==> src/shared/tc_limit_pkg.sv <==
package tc_limit_pkg;

  //////////////////////////////////////////////////////////////////////////////
  // register offsets (low address reads, offset with bit 7 set writes)
  localparam logic [6:0] OFFS_CJ_HIGH_LIMIT = 7'h03;
  localparam logic [6:0] OFFS_CJ_LOW_LIMIT = 7'h04;
  localparam logic [6:0] OFFS_TC_HIGH_UPPER = 7'h05;
  localparam logic [6:0] OFFS_TC_HIGH_LOWER = 7'h06;
  localparam logic [6:0] OFFS_TC_LOW_UPPER = 7'h07;
  localparam logic [6:0] OFFS_TC_LOW_LOWER = 7'h08;
  localparam logic [6:0] OFFS_CJ_OFFSET = 7'h09;
  localparam logic [6:0] OFFS_CJ_TEMP_UPPER = 7'h0a;
  localparam logic [6:0] OFFS_CJ_TEMP_LOWER = 7'h0b;
  localparam logic [6:0] OFFS_TC_BYTE_TWO = 7'h0c;
  localparam logic [6:0] OFFS_TC_BYTE_ONE = 7'h0d;
  localparam logic [6:0] OFFS_TC_BYTE_ZERO = 7'h0e;
  localparam logic [6:0] OFFS_FAULT_FLAGS = 7'h0f;
  localparam int WRITE_FLAG_BIT = 7;

  //////////////////////////////////////////////////////////////////////////////
  // values after reset
  localparam logic [7:0] RST_CJ_HIGH_LIMIT = 8'h7f;
  localparam logic [7:0] RST_CJ_LOW_LIMIT = 8'hc0;
  localparam logic [7:0] RST_TC_HIGH_UPPER = 8'h7f;
  localparam logic [7:0] RST_TC_HIGH_LOWER = 8'hff;
  localparam logic [7:0] RST_TC_LOW_UPPER = 8'h80;
  localparam logic [7:0] RST_TC_LOW_LOWER = 8'h00;
  localparam logic [7:0] RST_CJ_OFFSET = 8'h00;
  localparam logic [13:0] RST_CJ_TEMP = 14'h0000;
  localparam logic [18:0] RST_TC_RESULT = 19'h00000;
  localparam logic [7:0] RST_FAULT_FLAGS = 8'h00;
  localparam logic [7:0] RST_READ_DATA = 8'h00;

  //////////////////////////////////////////////////////////////////////////////
  // value formats
  localparam int CJ_WIDTH = 14;
  localparam int TC_WIDTH = 19;
  localparam int CJ_LIMIT_WIDTH = 8;
  localparam int TC_LIMIT_WIDTH = 16;
  // cj temperature lsb is 2^-6, cj limit lsb 2^0
  localparam int CJ_LIMIT_SHIFT = 6;
  // tc result lsb is 2^-7, tc limit lsb 2^-4
  localparam int TC_LIMIT_SHIFT = 3;
  // cj offset lsb is 2^-4
  localparam int CJ_OFFSET_SHIFT = 2;
  // +128 degC is one lsb beyond 14-bit range, so top clamp is the largest code
  localparam logic [13:0] CJ_CLAMP_MAX = 14'h1fff;
  // -64 degC in 2^-6 units
  localparam logic [13:0] CJ_CLAMP_MIN = 14'h3000;

  //////////////////////////////////////////////////////////////////////////////
  // fault flag bit positions
  localparam int FLAG_COLD_JUNCTION_OUT_OF_RANGE = 7;
  localparam int FLAG_THERMOCOUPLE_OUT_OF_RANGE = 6;
  localparam int FLAG_CJ_HIGH = 5;
  localparam int FLAG_CJ_LOW = 4;
  localparam int FLAG_TC_HIGH = 3;
  localparam int FLAG_TC_LOW = 2;
  localparam int FLAG_VOLTAGE = 1;
  localparam int FLAG_OPEN = 0;
  localparam int FLAG_COUNT = 8;
  localparam int MASKABLE_COUNT = 6;

endpackage : tc_limit_pkg

==> src/hdl/limit_compare.sv <==
`timescale 1ns/1ps

module limit_compare #(
  parameter int VALUE_W = 14,
  parameter int LIMIT_W = 8,
  parameter int SHIFT = 6
) (
  input wire logic [VALUE_W-1:0] value_i,
  input wire logic [LIMIT_W-1:0] high_limit_i,
  input wire logic [LIMIT_W-1:0] low_limit_i,
  output logic over_o,
  output logic under_o
);

  // limits are scaled onto the value's lsb weight; VALUE_W = LIMIT_W + SHIFT
  wire logic signed [VALUE_W-1:0] high_scaled;
  wire logic signed [VALUE_W-1:0] low_scaled;

  assign high_scaled = $signed({high_limit_i, {SHIFT{1'b0}}});
  assign low_scaled = $signed({low_limit_i, {SHIFT{1'b0}}});

  // strict compare: a value equal to the limit is not a fault
  assign over_o = $signed(value_i) > high_scaled;
  assign under_o = $signed(value_i) < low_scaled;

endmodule : limit_compare

==> src/hdl/fault_latch.sv <==
`timescale 1ns/1ps

module fault_latch (
  input wire logic clk_i,
  input wire logic rstn_i,
  input wire logic interrupt_mode_i,
  input wire logic clear_i,
  input wire logic [tc_limit_pkg::FLAG_COUNT-1:0] cond_i,
  output logic [tc_limit_pkg::FLAG_COUNT-1:0] flags_o
);

  logic [tc_limit_pkg::FLAG_COUNT-1:0] flags_q;
  logic [tc_limit_pkg::FLAG_COUNT-1:0] flags_d;

  genvar i;
  generate
    for (i = 0; i < tc_limit_pkg::FLAG_COUNT; i++)
    begin : g_flag
      // a live condition wins over a clear in the same cycle
      assign flags_d[i] = interrupt_mode_i ? (cond_i[i] | (flags_q[i] & ~clear_i)) : cond_i[i];
    end
  endgenerate

  always_ff @(posedge clk_i or negedge rstn_i)
  begin
    if (!rstn_i)
      flags_q <= tc_limit_pkg::RST_FAULT_FLAGS;
    else
      flags_q <= flags_d;
  end

  assign flags_o = flags_q;

endmodule : fault_latch

==> src/hdl/tc_fault_limit_regs.sv <==
`timescale 1ns/1ps

// Function
// - flag cold-junction high when cj temperature exceeds signed 8-bit high limit.
// - flag cold-junction low when cj temperature is below signed 8-bit low limit.
// - flag thermocouple high when result exceeds 16-bit signed high limit.
// - flag thermocouple low when result is below 16-bit signed low limit.
// - comparisons always set flags; unmasked ones also pull fault output low.
// - with internal sensor enabled, add signed offset to measured cj temperature.
// - with internal sensor enabled, cj temperature bytes are read-only measured plus offset.
// - with internal sensor enabled, reading a cj temperature byte releases result ready high.
// - with sensor off, cj bytes keep last result and accept host writes.
// - cj temperature is clamped between minus 64 and plus 128 degrees.
// - cj temperature is 14-bit signed; lower byte's two lowest bits read zero.
// - present 19-bit signed linearized result over three read-only bytes.
// - fault flag byte order: cold-junction out-of-range down to open circuit.
// - comparator mode: flags follow their fault conditions directly.
// - interrupt mode: flags latch until host writes the fault-clear bit.
// - after a clear, flags set again as soon as a fault is seen.
// - out-of-range flags never drive the fault output.
// - masked faults still set their flag; mask only affects fault output.
module tc_fault_limit_regs (
  input wire logic SYS_CLK_I,
  input wire logic RSTN_I,
  input wire logic [7:0] REG_ADDR_I,
  input wire logic REG_WR_I,
  input wire logic [7:0] REG_WDATA_I,
  input wire logic REG_RD_I,
  output logic [7:0] REG_RDATA_O,
  input wire logic INTERRUPT_MODE_I,
  input wire logic FAULT_CLEAR_I,
  input wire logic CJ_SENSOR_DISABLE_I,
  input wire logic [5:0] FAULT_MASK_I,
  input wire logic [13:0] CJ_MEASURED_I,
  input wire logic CJ_VALID_I,
  input wire logic [18:0] TC_RESULT_I,
  input wire logic TC_VALID_I,
  input wire logic COLD_JUNCTION_OUT_OF_RANGE_I,
  input wire logic THERMOCOUPLE_OUT_OF_RANGE_I,
  input wire logic INPUT_VOLTAGE_FAULT_I,
  input wire logic OPEN_CIRCUIT_I,
  output logic [13:0] CJ_TEMP_O,
  output logic FAULT_N_O,
  output logic RESULT_READY_N_O
);

  //////////////////////////////////////////////////////////////////////////////
  // address decode helpers

  function automatic logic read_hit(input logic [7:0] addr, input logic [6:0] offs);
    read_hit = (addr[tc_limit_pkg::WRITE_FLAG_BIT] == 1'b0) && (addr[6:0] == offs);
  endfunction : read_hit

  function automatic logic write_hit(input logic [7:0] addr, input logic [6:0] offs);
    write_hit = (addr[tc_limit_pkg::WRITE_FLAG_BIT] == 1'b1) && (addr[6:0] == offs);
  endfunction : write_hit

  function automatic logic [13:0] clamp_cj(input logic [14:0] v);
    logic signed [14:0] s;
    s = $signed(v);
    if (s > $signed({tc_limit_pkg::CJ_CLAMP_MAX[13], tc_limit_pkg::CJ_CLAMP_MAX}))
      clamp_cj = tc_limit_pkg::CJ_CLAMP_MAX;
    else if (s < $signed({tc_limit_pkg::CJ_CLAMP_MIN[13], tc_limit_pkg::CJ_CLAMP_MIN}))
      clamp_cj = tc_limit_pkg::CJ_CLAMP_MIN;
    else
      clamp_cj = v[13:0];
  endfunction : clamp_cj

  //////////////////////////////////////////////////////////////////////////////
  // storage

  logic [7:0] cj_high_limit_q;
  logic [7:0] cj_low_limit_q;
  logic [7:0] tc_high_upper_q;
  logic [7:0] tc_high_lower_q;
  logic [7:0] tc_low_upper_q;
  logic [7:0] tc_low_lower_q;
  logic [7:0] cj_offset_q;
  logic [13:0] cj_temp_q;
  logic [13:0] cj_temp_d;
  logic [18:0] tc_result_q;
  logic [18:0] tc_result_d;
  logic ready_n_q;
  logic ready_n_d;
  logic fault_n_q;
  logic fault_n_d;
  logic [7:0] rdata_q;
  logic [7:0] rdata_d;

  //////////////////////////////////////////////////////////////////////////////
  // limit registers; writes only through the bit-7 alias

  wire logic wr_cj_high = REG_WR_I & write_hit(REG_ADDR_I, tc_limit_pkg::OFFS_CJ_HIGH_LIMIT);
  wire logic wr_cj_low = REG_WR_I & write_hit(REG_ADDR_I, tc_limit_pkg::OFFS_CJ_LOW_LIMIT);
  wire logic wr_tc_hi_up = REG_WR_I & write_hit(REG_ADDR_I, tc_limit_pkg::OFFS_TC_HIGH_UPPER);
  wire logic wr_tc_hi_lo = REG_WR_I & write_hit(REG_ADDR_I, tc_limit_pkg::OFFS_TC_HIGH_LOWER);
  wire logic wr_tc_lo_up = REG_WR_I & write_hit(REG_ADDR_I, tc_limit_pkg::OFFS_TC_LOW_UPPER);
  wire logic wr_tc_lo_lo = REG_WR_I & write_hit(REG_ADDR_I, tc_limit_pkg::OFFS_TC_LOW_LOWER);
  wire logic wr_cj_offset = REG_WR_I & write_hit(REG_ADDR_I, tc_limit_pkg::OFFS_CJ_OFFSET);

  always_ff @(posedge SYS_CLK_I or negedge RSTN_I)
  begin
    if (!RSTN_I)
    begin
      cj_high_limit_q <= tc_limit_pkg::RST_CJ_HIGH_LIMIT;
      cj_low_limit_q <= tc_limit_pkg::RST_CJ_LOW_LIMIT;
      tc_high_upper_q <= tc_limit_pkg::RST_TC_HIGH_UPPER;
      tc_high_lower_q <= tc_limit_pkg::RST_TC_HIGH_LOWER;
      tc_low_upper_q <= tc_limit_pkg::RST_TC_LOW_UPPER;
      tc_low_lower_q <= tc_limit_pkg::RST_TC_LOW_LOWER;
      cj_offset_q <= tc_limit_pkg::RST_CJ_OFFSET;
    end
    else
    begin
      if (wr_cj_high)
        cj_high_limit_q <= REG_WDATA_I;
      if (wr_cj_low)
        cj_low_limit_q <= REG_WDATA_I;
      if (wr_tc_hi_up)
        tc_high_upper_q <= REG_WDATA_I;
      if (wr_tc_hi_lo)
        tc_high_lower_q <= REG_WDATA_I;
      if (wr_tc_lo_up)
        tc_low_upper_q <= REG_WDATA_I;
      if (wr_tc_lo_lo)
        tc_low_lower_q <= REG_WDATA_I;
      if (wr_cj_offset)
        cj_offset_q <= REG_WDATA_I;
    end
  end

  //////////////////////////////////////////////////////////////////////////////
  // cold-junction temperature

  wire logic cj_sensor_en = ~CJ_SENSOR_DISABLE_I;

  wire logic [14:0] cj_offset_ext = {{5{cj_offset_q[7]}}, cj_offset_q, {tc_limit_pkg::CJ_OFFSET_SHIFT{1'b0}}};
  wire logic [14:0] cj_sum = 15'({CJ_MEASURED_I[13], CJ_MEASURED_I} + cj_offset_ext);

  // host writes only while the internal sensor is off
  wire logic wr_cj_upper = REG_WR_I & CJ_SENSOR_DISABLE_I
                           & write_hit(REG_ADDR_I, tc_limit_pkg::OFFS_CJ_TEMP_UPPER);
  wire logic wr_cj_lower = REG_WR_I & CJ_SENSOR_DISABLE_I
                           & write_hit(REG_ADDR_I, tc_limit_pkg::OFFS_CJ_TEMP_LOWER);
  // low two bits of the lower byte are dropped when written
  wire logic [13:0] cj_upper_written = {REG_WDATA_I, cj_temp_q[5:0]};
  wire logic [13:0] cj_lower_written = {cj_temp_q[13:6], REG_WDATA_I[7:2]};

  // conversions only land while the sensor is enabled
  // every load path goes through the clamp
  assign cj_temp_d = (cj_sensor_en & CJ_VALID_I) ? clamp_cj(cj_sum) :
                     wr_cj_upper ? clamp_cj({cj_upper_written[13], cj_upper_written}) :
                     wr_cj_lower ? clamp_cj({cj_lower_written[13], cj_lower_written}) :
                     cj_temp_q;

  always_ff @(posedge SYS_CLK_I or negedge RSTN_I)
  begin
    if (!RSTN_I)
      cj_temp_q <= tc_limit_pkg::RST_CJ_TEMP;
    else
      cj_temp_q <= cj_temp_d;
  end

  assign CJ_TEMP_O = cj_temp_q;

  //////////////////////////////////////////////////////////////////////////////
  // linearized result and result-ready

  // result captured whole so the three bytes stay coherent
  assign tc_result_d = TC_VALID_I ? TC_RESULT_I : tc_result_q;

  wire logic rd_cj_byte = REG_RD_I & (read_hit(REG_ADDR_I, tc_limit_pkg::OFFS_CJ_TEMP_UPPER)
                                      | read_hit(REG_ADDR_I, tc_limit_pkg::OFFS_CJ_TEMP_LOWER));

  // release by a cj read; a new result in the same cycle wins
  assign ready_n_d = TC_VALID_I ? 1'b0 : ((rd_cj_byte & cj_sensor_en) ? 1'b1 : ready_n_q);

  always_ff @(posedge SYS_CLK_I or negedge RSTN_I)
  begin
    if (!RSTN_I)
    begin
      tc_result_q <= tc_limit_pkg::RST_TC_RESULT;
      ready_n_q <= 1'b1;
    end
    else
    begin
      tc_result_q <= tc_result_d;
      ready_n_q <= ready_n_d;
    end
  end

  assign RESULT_READY_N_O = ready_n_q;

  //////////////////////////////////////////////////////////////////////////////
  // threshold comparison

  logic cj_over;
  logic cj_under;
  logic tc_over;
  logic tc_under;

  limit_compare #(
    .VALUE_W(tc_limit_pkg::CJ_WIDTH),
    .LIMIT_W(tc_limit_pkg::CJ_LIMIT_WIDTH),
    .SHIFT(tc_limit_pkg::CJ_LIMIT_SHIFT)
  ) u_cj_compare (
    .value_i(cj_temp_q),
    .high_limit_i(cj_high_limit_q),
    .low_limit_i(cj_low_limit_q),
    .over_o(cj_over),
    .under_o(cj_under)
  );

  limit_compare #(
    .VALUE_W(tc_limit_pkg::TC_WIDTH),
    .LIMIT_W(tc_limit_pkg::TC_LIMIT_WIDTH),
    .SHIFT(tc_limit_pkg::TC_LIMIT_SHIFT)
  ) u_tc_compare (
    .value_i(tc_result_q),
    .high_limit_i({tc_high_upper_q, tc_high_lower_q}),
    .low_limit_i({tc_low_upper_q, tc_low_lower_q}),
    .over_o(tc_over),
    .under_o(tc_under)
  );

  //////////////////////////////////////////////////////////////////////////////
  // fault flags and fault output

  logic [7:0] fault_cond;
  logic [7:0] fault_flags;

  assign fault_cond[tc_limit_pkg::FLAG_COLD_JUNCTION_OUT_OF_RANGE] = COLD_JUNCTION_OUT_OF_RANGE_I;
  assign fault_cond[tc_limit_pkg::FLAG_THERMOCOUPLE_OUT_OF_RANGE] = THERMOCOUPLE_OUT_OF_RANGE_I;
  assign fault_cond[tc_limit_pkg::FLAG_CJ_HIGH] = cj_over;
  assign fault_cond[tc_limit_pkg::FLAG_CJ_LOW] = cj_under;
  assign fault_cond[tc_limit_pkg::FLAG_TC_HIGH] = tc_over;
  assign fault_cond[tc_limit_pkg::FLAG_TC_LOW] = tc_under;
  assign fault_cond[tc_limit_pkg::FLAG_VOLTAGE] = INPUT_VOLTAGE_FAULT_I;
  assign fault_cond[tc_limit_pkg::FLAG_OPEN] = OPEN_CIRCUIT_I;

  fault_latch u_fault_latch (
    .clk_i(SYS_CLK_I),
    .rstn_i(RSTN_I),
    .interrupt_mode_i(INTERRUPT_MODE_I),
    .clear_i(FAULT_CLEAR_I),
    .cond_i(fault_cond),
    .flags_o(fault_flags)
  );

  assign fault_n_d = ~|(fault_flags[tc_limit_pkg::MASKABLE_COUNT-1:0] & ~FAULT_MASK_I);

  always_ff @(posedge SYS_CLK_I or negedge RSTN_I)
  begin
    if (!RSTN_I)
      fault_n_q <= 1'b1;
    else
      fault_n_q <= fault_n_d;
  end

  assign FAULT_N_O = fault_n_q;

  //////////////////////////////////////////////////////////////////////////////
  // read path; unmapped or write-alias reads return zero

  wire logic [6:0] ro = REG_ADDR_I[6:0];
  wire logic rd_ok = ~REG_ADDR_I[tc_limit_pkg::WRITE_FLAG_BIT];

  // lower cj byte low bits read zero
  wire logic [7:0] rd_mux =
    ~rd_ok ? 8'h00 :
    (ro == tc_limit_pkg::OFFS_CJ_HIGH_LIMIT) ? cj_high_limit_q :
    (ro == tc_limit_pkg::OFFS_CJ_LOW_LIMIT) ? cj_low_limit_q :
    (ro == tc_limit_pkg::OFFS_TC_HIGH_UPPER) ? tc_high_upper_q :
    (ro == tc_limit_pkg::OFFS_TC_HIGH_LOWER) ? tc_high_lower_q :
    (ro == tc_limit_pkg::OFFS_TC_LOW_UPPER) ? tc_low_upper_q :
    (ro == tc_limit_pkg::OFFS_TC_LOW_LOWER) ? tc_low_lower_q :
    (ro == tc_limit_pkg::OFFS_CJ_OFFSET) ? cj_offset_q :
    (ro == tc_limit_pkg::OFFS_CJ_TEMP_UPPER) ? cj_temp_q[13:6] :
    (ro == tc_limit_pkg::OFFS_CJ_TEMP_LOWER) ? {cj_temp_q[5:0], 2'h0} :
    (ro == tc_limit_pkg::OFFS_TC_BYTE_TWO) ? tc_result_q[18:11] :
    (ro == tc_limit_pkg::OFFS_TC_BYTE_ONE) ? tc_result_q[10:3] :
    (ro == tc_limit_pkg::OFFS_TC_BYTE_ZERO) ? {tc_result_q[2:0], 5'h00} :
    (ro == tc_limit_pkg::OFFS_FAULT_FLAGS) ? fault_flags :
    8'h00;

  // read data holds until the next read strobe
  assign rdata_d = REG_RD_I ? rd_mux : rdata_q;

  always_ff @(posedge SYS_CLK_I or negedge RSTN_I)
  begin
    if (!RSTN_I)
      rdata_q <= tc_limit_pkg::RST_READ_DATA;
    else
      rdata_q <= rdata_d;
  end

  assign REG_RDATA_O = rdata_q;

endmodule : tc_fault_limit_regs

==> config.mk <==
export PLATFORM = sky130hd
export DESIGN_NAME = tc_fault_limit_regs
export DESIGN_NICKNAME = d
export VERILOG_FILES = /design/src/shared/tc_limit_pkg.sv /design/src/hdl/limit_compare.sv /design/src/hdl/fault_latch.sv /design/src/hdl/tc_fault_limit_regs.sv
export SDC_FILE = /design/constraint.sdc
export NUM_CORES = 1
export LEC_CHECK = 0
export BUFFER_PORTS_ARGS = -buffer_cell sky130_fd_sc_hd__buf_2
export CORE_ASPECT_RATIO = 0.9
export CORE_MARGIN = 4
export CORE_UTILIZATION = 53
export DETAILED_ROUTE_END_ITERATION = 7
export PLACE_DENSITY = 0.77
export SLEW_MARGIN = 40
export SYNTH_ARGS = -nofsm -noshare
export SYNTH_HDL_FRONTEND = slang
export SYNTH_SLANG_ARGS = --single-unit
==> constraint.sdc <==
create_clock -name SYS_CLK_I -period 2.1 [get_ports SYS_CLK_I]
set_input_delay 0.21 -clock SYS_CLK_I [delete_from_list [all_inputs] [get_ports SYS_CLK_I]]
set_output_delay 0.21 -clock SYS_CLK_I [all_outputs]
set_load 0.01 [all_outputs]
==> impl_metrics.toml <==
[timing]
fmax_ghz = 0.424
hold_viol = 0
setup-violations-final = 17
layout_min_cycle_time_ps = 2360
fin_skew_ps = 14.2
fin_ws_ps = -260
period_share = 1.12
tightest_slew_ps = 626
rsz0062_at_grt = "yes"
maxSlewHeadroom = 0.576
drv_slew = 0

[global_route]
gr-total-overflow = 0
grt_pass1_wl_um = 35900
first_global_vias = 6536
grt_max_degree = 45
grt.total_usage = 0.316
antenna_found_initial = 0

[clock_network]
cts_tree = "done"
path_clk_slew_ps = 80
cts_root_buf = "clkbuf_16"
clock_latency_ps = 370
clock_sinks = 107
clockBufferDepth = 2
cts_buffers = 9
cts-htree-levels = 3

[placement]
gp_congestion = 1.02
placed_cells = 1021
dp_hpwl_um = 18100
port_buffers = 91

[synthesis]
yosys_warnings = 0
synthesis.area_um2 = 6970
synth-edff-count = 0
ys_async_sr_fraction = 1.00
ys_seq_area_frac = 0.389
syn_nets = 822
syn_inst = 695
yosys_register_bits = 107
synthFlopType = "dfrtp_1"
synth.avg_cell_area_um2 = 10.0
ys_types = 71

[drt]
drc = 0
drt_iter0_drc = 713
wirelength_um = 23900
ant_nets = 0
via_count = 6509
routed_via_density = 6.20
dr.pass1.iters = 5
routedWlPerCell_um = 22.7

[layout]
drive_gt1_frac = 0.437
regMostFlops = "tc_result_q"
largest_register_ffs = 19
nFillCells = 920
fin_cells = 1050
final_nets = 1007
final_util = 0.714
mostFrequentLayoutCells = "buf_4, buf_2, dfrtp_1, mux2_2, inv_1"
area_delta_synth_final_pct = 30.9
final_common_cell = "buf_4"

[setup_path]
cp.required_ps = 2340
reg2regPathDepth = 11
crit_slowest_cell = "dfrtp_1"
cp-end-kind = "flop"
crit_chain = "ha_4 > inv_2 > fa_2 > nor2b_4 > o2111ai_2 > a31oi_2 > buf_6 > o21a_1 > and2_4 > nor3b_2 > nor3_1"
path_depth = 11
cp_num_buf_inv = 2
path_max_fanout = 8
max_stage_delay_ps = 400
cp.arrival_ps = 2600
worstSetupStartpointType = "flop"
critical_path_class = "flop to flop"
path_delay_family = "simple AND/OR/NAND/NOR gates"

[power_and_ir_drop]
peakVddDrop_v = 0.000476
power_leakage_nw = 4.20
p_per_area_nw_per_um2 = 671

[floorplanning]
die_h_um = 117
coreArea_um2 = 12800
start_util = 0.545
ioPinCount = 92
die-area_um2 = 15100
die_x_um = 129
rows = 39

[status]
run_status = "finished with violations"
violations = "negative setup slack"

[job]
drv_cap = 0

[hold_path]
min_path_cells = 2
hold_path_class = "input pin to flop"
cell families (layout without fill, tap and decap cells):
logic type	after synthesis	in the layout	share of synthesized area
AND/OR/NAND/NOR	184	184	0.144
buffers and inverters	85	275	0.0493
flip-flops	107	107	0.389
adder cells (fa/ha/maj)	59	59	0.107
other	0	1	0
XOR/XNOR	7	7	0.00879
multiplexers	77	77	0.124
AO/OA/AOI/OAI	176	176	0.178
synthesized netlist by cell type, drive strengths merged, types with 3 or more instances:
master,number,share of area
nor2b,14,0.013
a2111oi,4,0.0050
a211oi,11,0.013
dfstp,27,0.10
nor3b,5,0.0070
mux2i,10,0.014
a222oi,3,0.0043
nand2,48,0.027
o22ai,3,0.0027
nand2b,12,0.012
nor2,48,0.028
clkbuf,9,0.0048
a21boi,3,0.0032
xor2,3,0.0038
a22o,3,0.0038
o31ai,4,0.0063
xnor2,4,0.0050
dfrtp,80,0.29
o311ai,3,0.0038
a21o,15,0.016
a211o,6,0.0077
a21oi,32,0.024
o21ai,30,0.022
o2111ai,3,0.0038
o2bb2ai,4,0.0050
a31oi,7,0.0063
nor3,18,0.018
and3,5,0.0045
buf,13,0.011
ha,58,0.10
o211ai,3,0.0032
and2,3,0.0027
o21a,7,0.0075
a221oi,12,0.015
mux2,66,0.11
inv,63,0.034
a22oi,14,0.015
nand4,6,0.0054
nor4,5,0.0088
nand3,11,0.0079
what timing repair did:
| item | CTS | global route |
|---|---|---|
| gates cloned | 0 | 0 |
| resized for setup | 54 | 34 |
| setup endpoints to repair | 18 | 20 |
| setup buffers | 8 | 3 |
| pin swaps | 25 | 24 |
| hold buffers | 1 | 0 |
| endpoints found under the hold margin | 25 | 0 |
worst paths after layout:
kind | from | to | slack [ps]
max | cj_offset_q[0]$_DFFE_PN0P_ | CJ_TEMP_O[12]$_DFFE_PN0P_ | -260
min | COLD_JUNCTION_OUT_OF_RANGE_I | u_fault_latch.flags_o[7]$_DFF_PN0_ | 10
max reg2reg | cj_offset_q[0]$_DFFE_PN0P_ | CJ_TEMP_O[12]$_DFFE_PN0P_ | -260
min reg2reg | u_fault_latch.flags_o[6]$_DFF_PN0_ | u_fault_latch.flags_o[6]$_DFF_PN0_ | 490
max in group asynchronous | RSTN_I | tc_high_upper_q[3]$_DFFE_PN1P_ | 1010
min in group asynchronous | RSTN_I | CJ_TEMP_O[1]$_DFFE_PN0P_ | 410
layer usage:
metal | GRT usage | part of all wire
met2 | 0.487 | 0.46
met5 | 0 | 0
met4 | 0.114 | 0.028
met3 | 0.0703 | 0.084
met1 | 0.442 | 0.43
cell type report:
type,instances,area [um^2],area share
diodes,1,2.50,0.000274
clock buffers,9,225,0.0247
clock inverters,7,67.6,0.00740
inverters,63,236,0.0259
multi-input cells,503,4350,0.476
flip-flops and latches,107,2710,0.297
well taps,164,205,0.0225
repair buffers,196,1330,0.146
through the flow:
step	setup slack [ps]	setup TNS (ps)	hold slack, ps	power, mW	cell area, um^2
finish	-260	-3050	14.1	6.13	9130
global route	-347	-4530	10.3	6.40	9120
CTS	-240	-2740	15.0	6.01	8930
detailed placement	-541	-7470	260	4.16	8340
global placement	-360	-5390	249	4.09	8340
floorplan	-111	-1180	-85.6	3.37	7040
power by group:
part	internal (mW)	switching, mW	total, mW
clock network	0.840	0.850	1.69
logic	0.900	1.01	1.91
registers	2.28	0.247	2.52
Power figures use the tool's default switching activity.
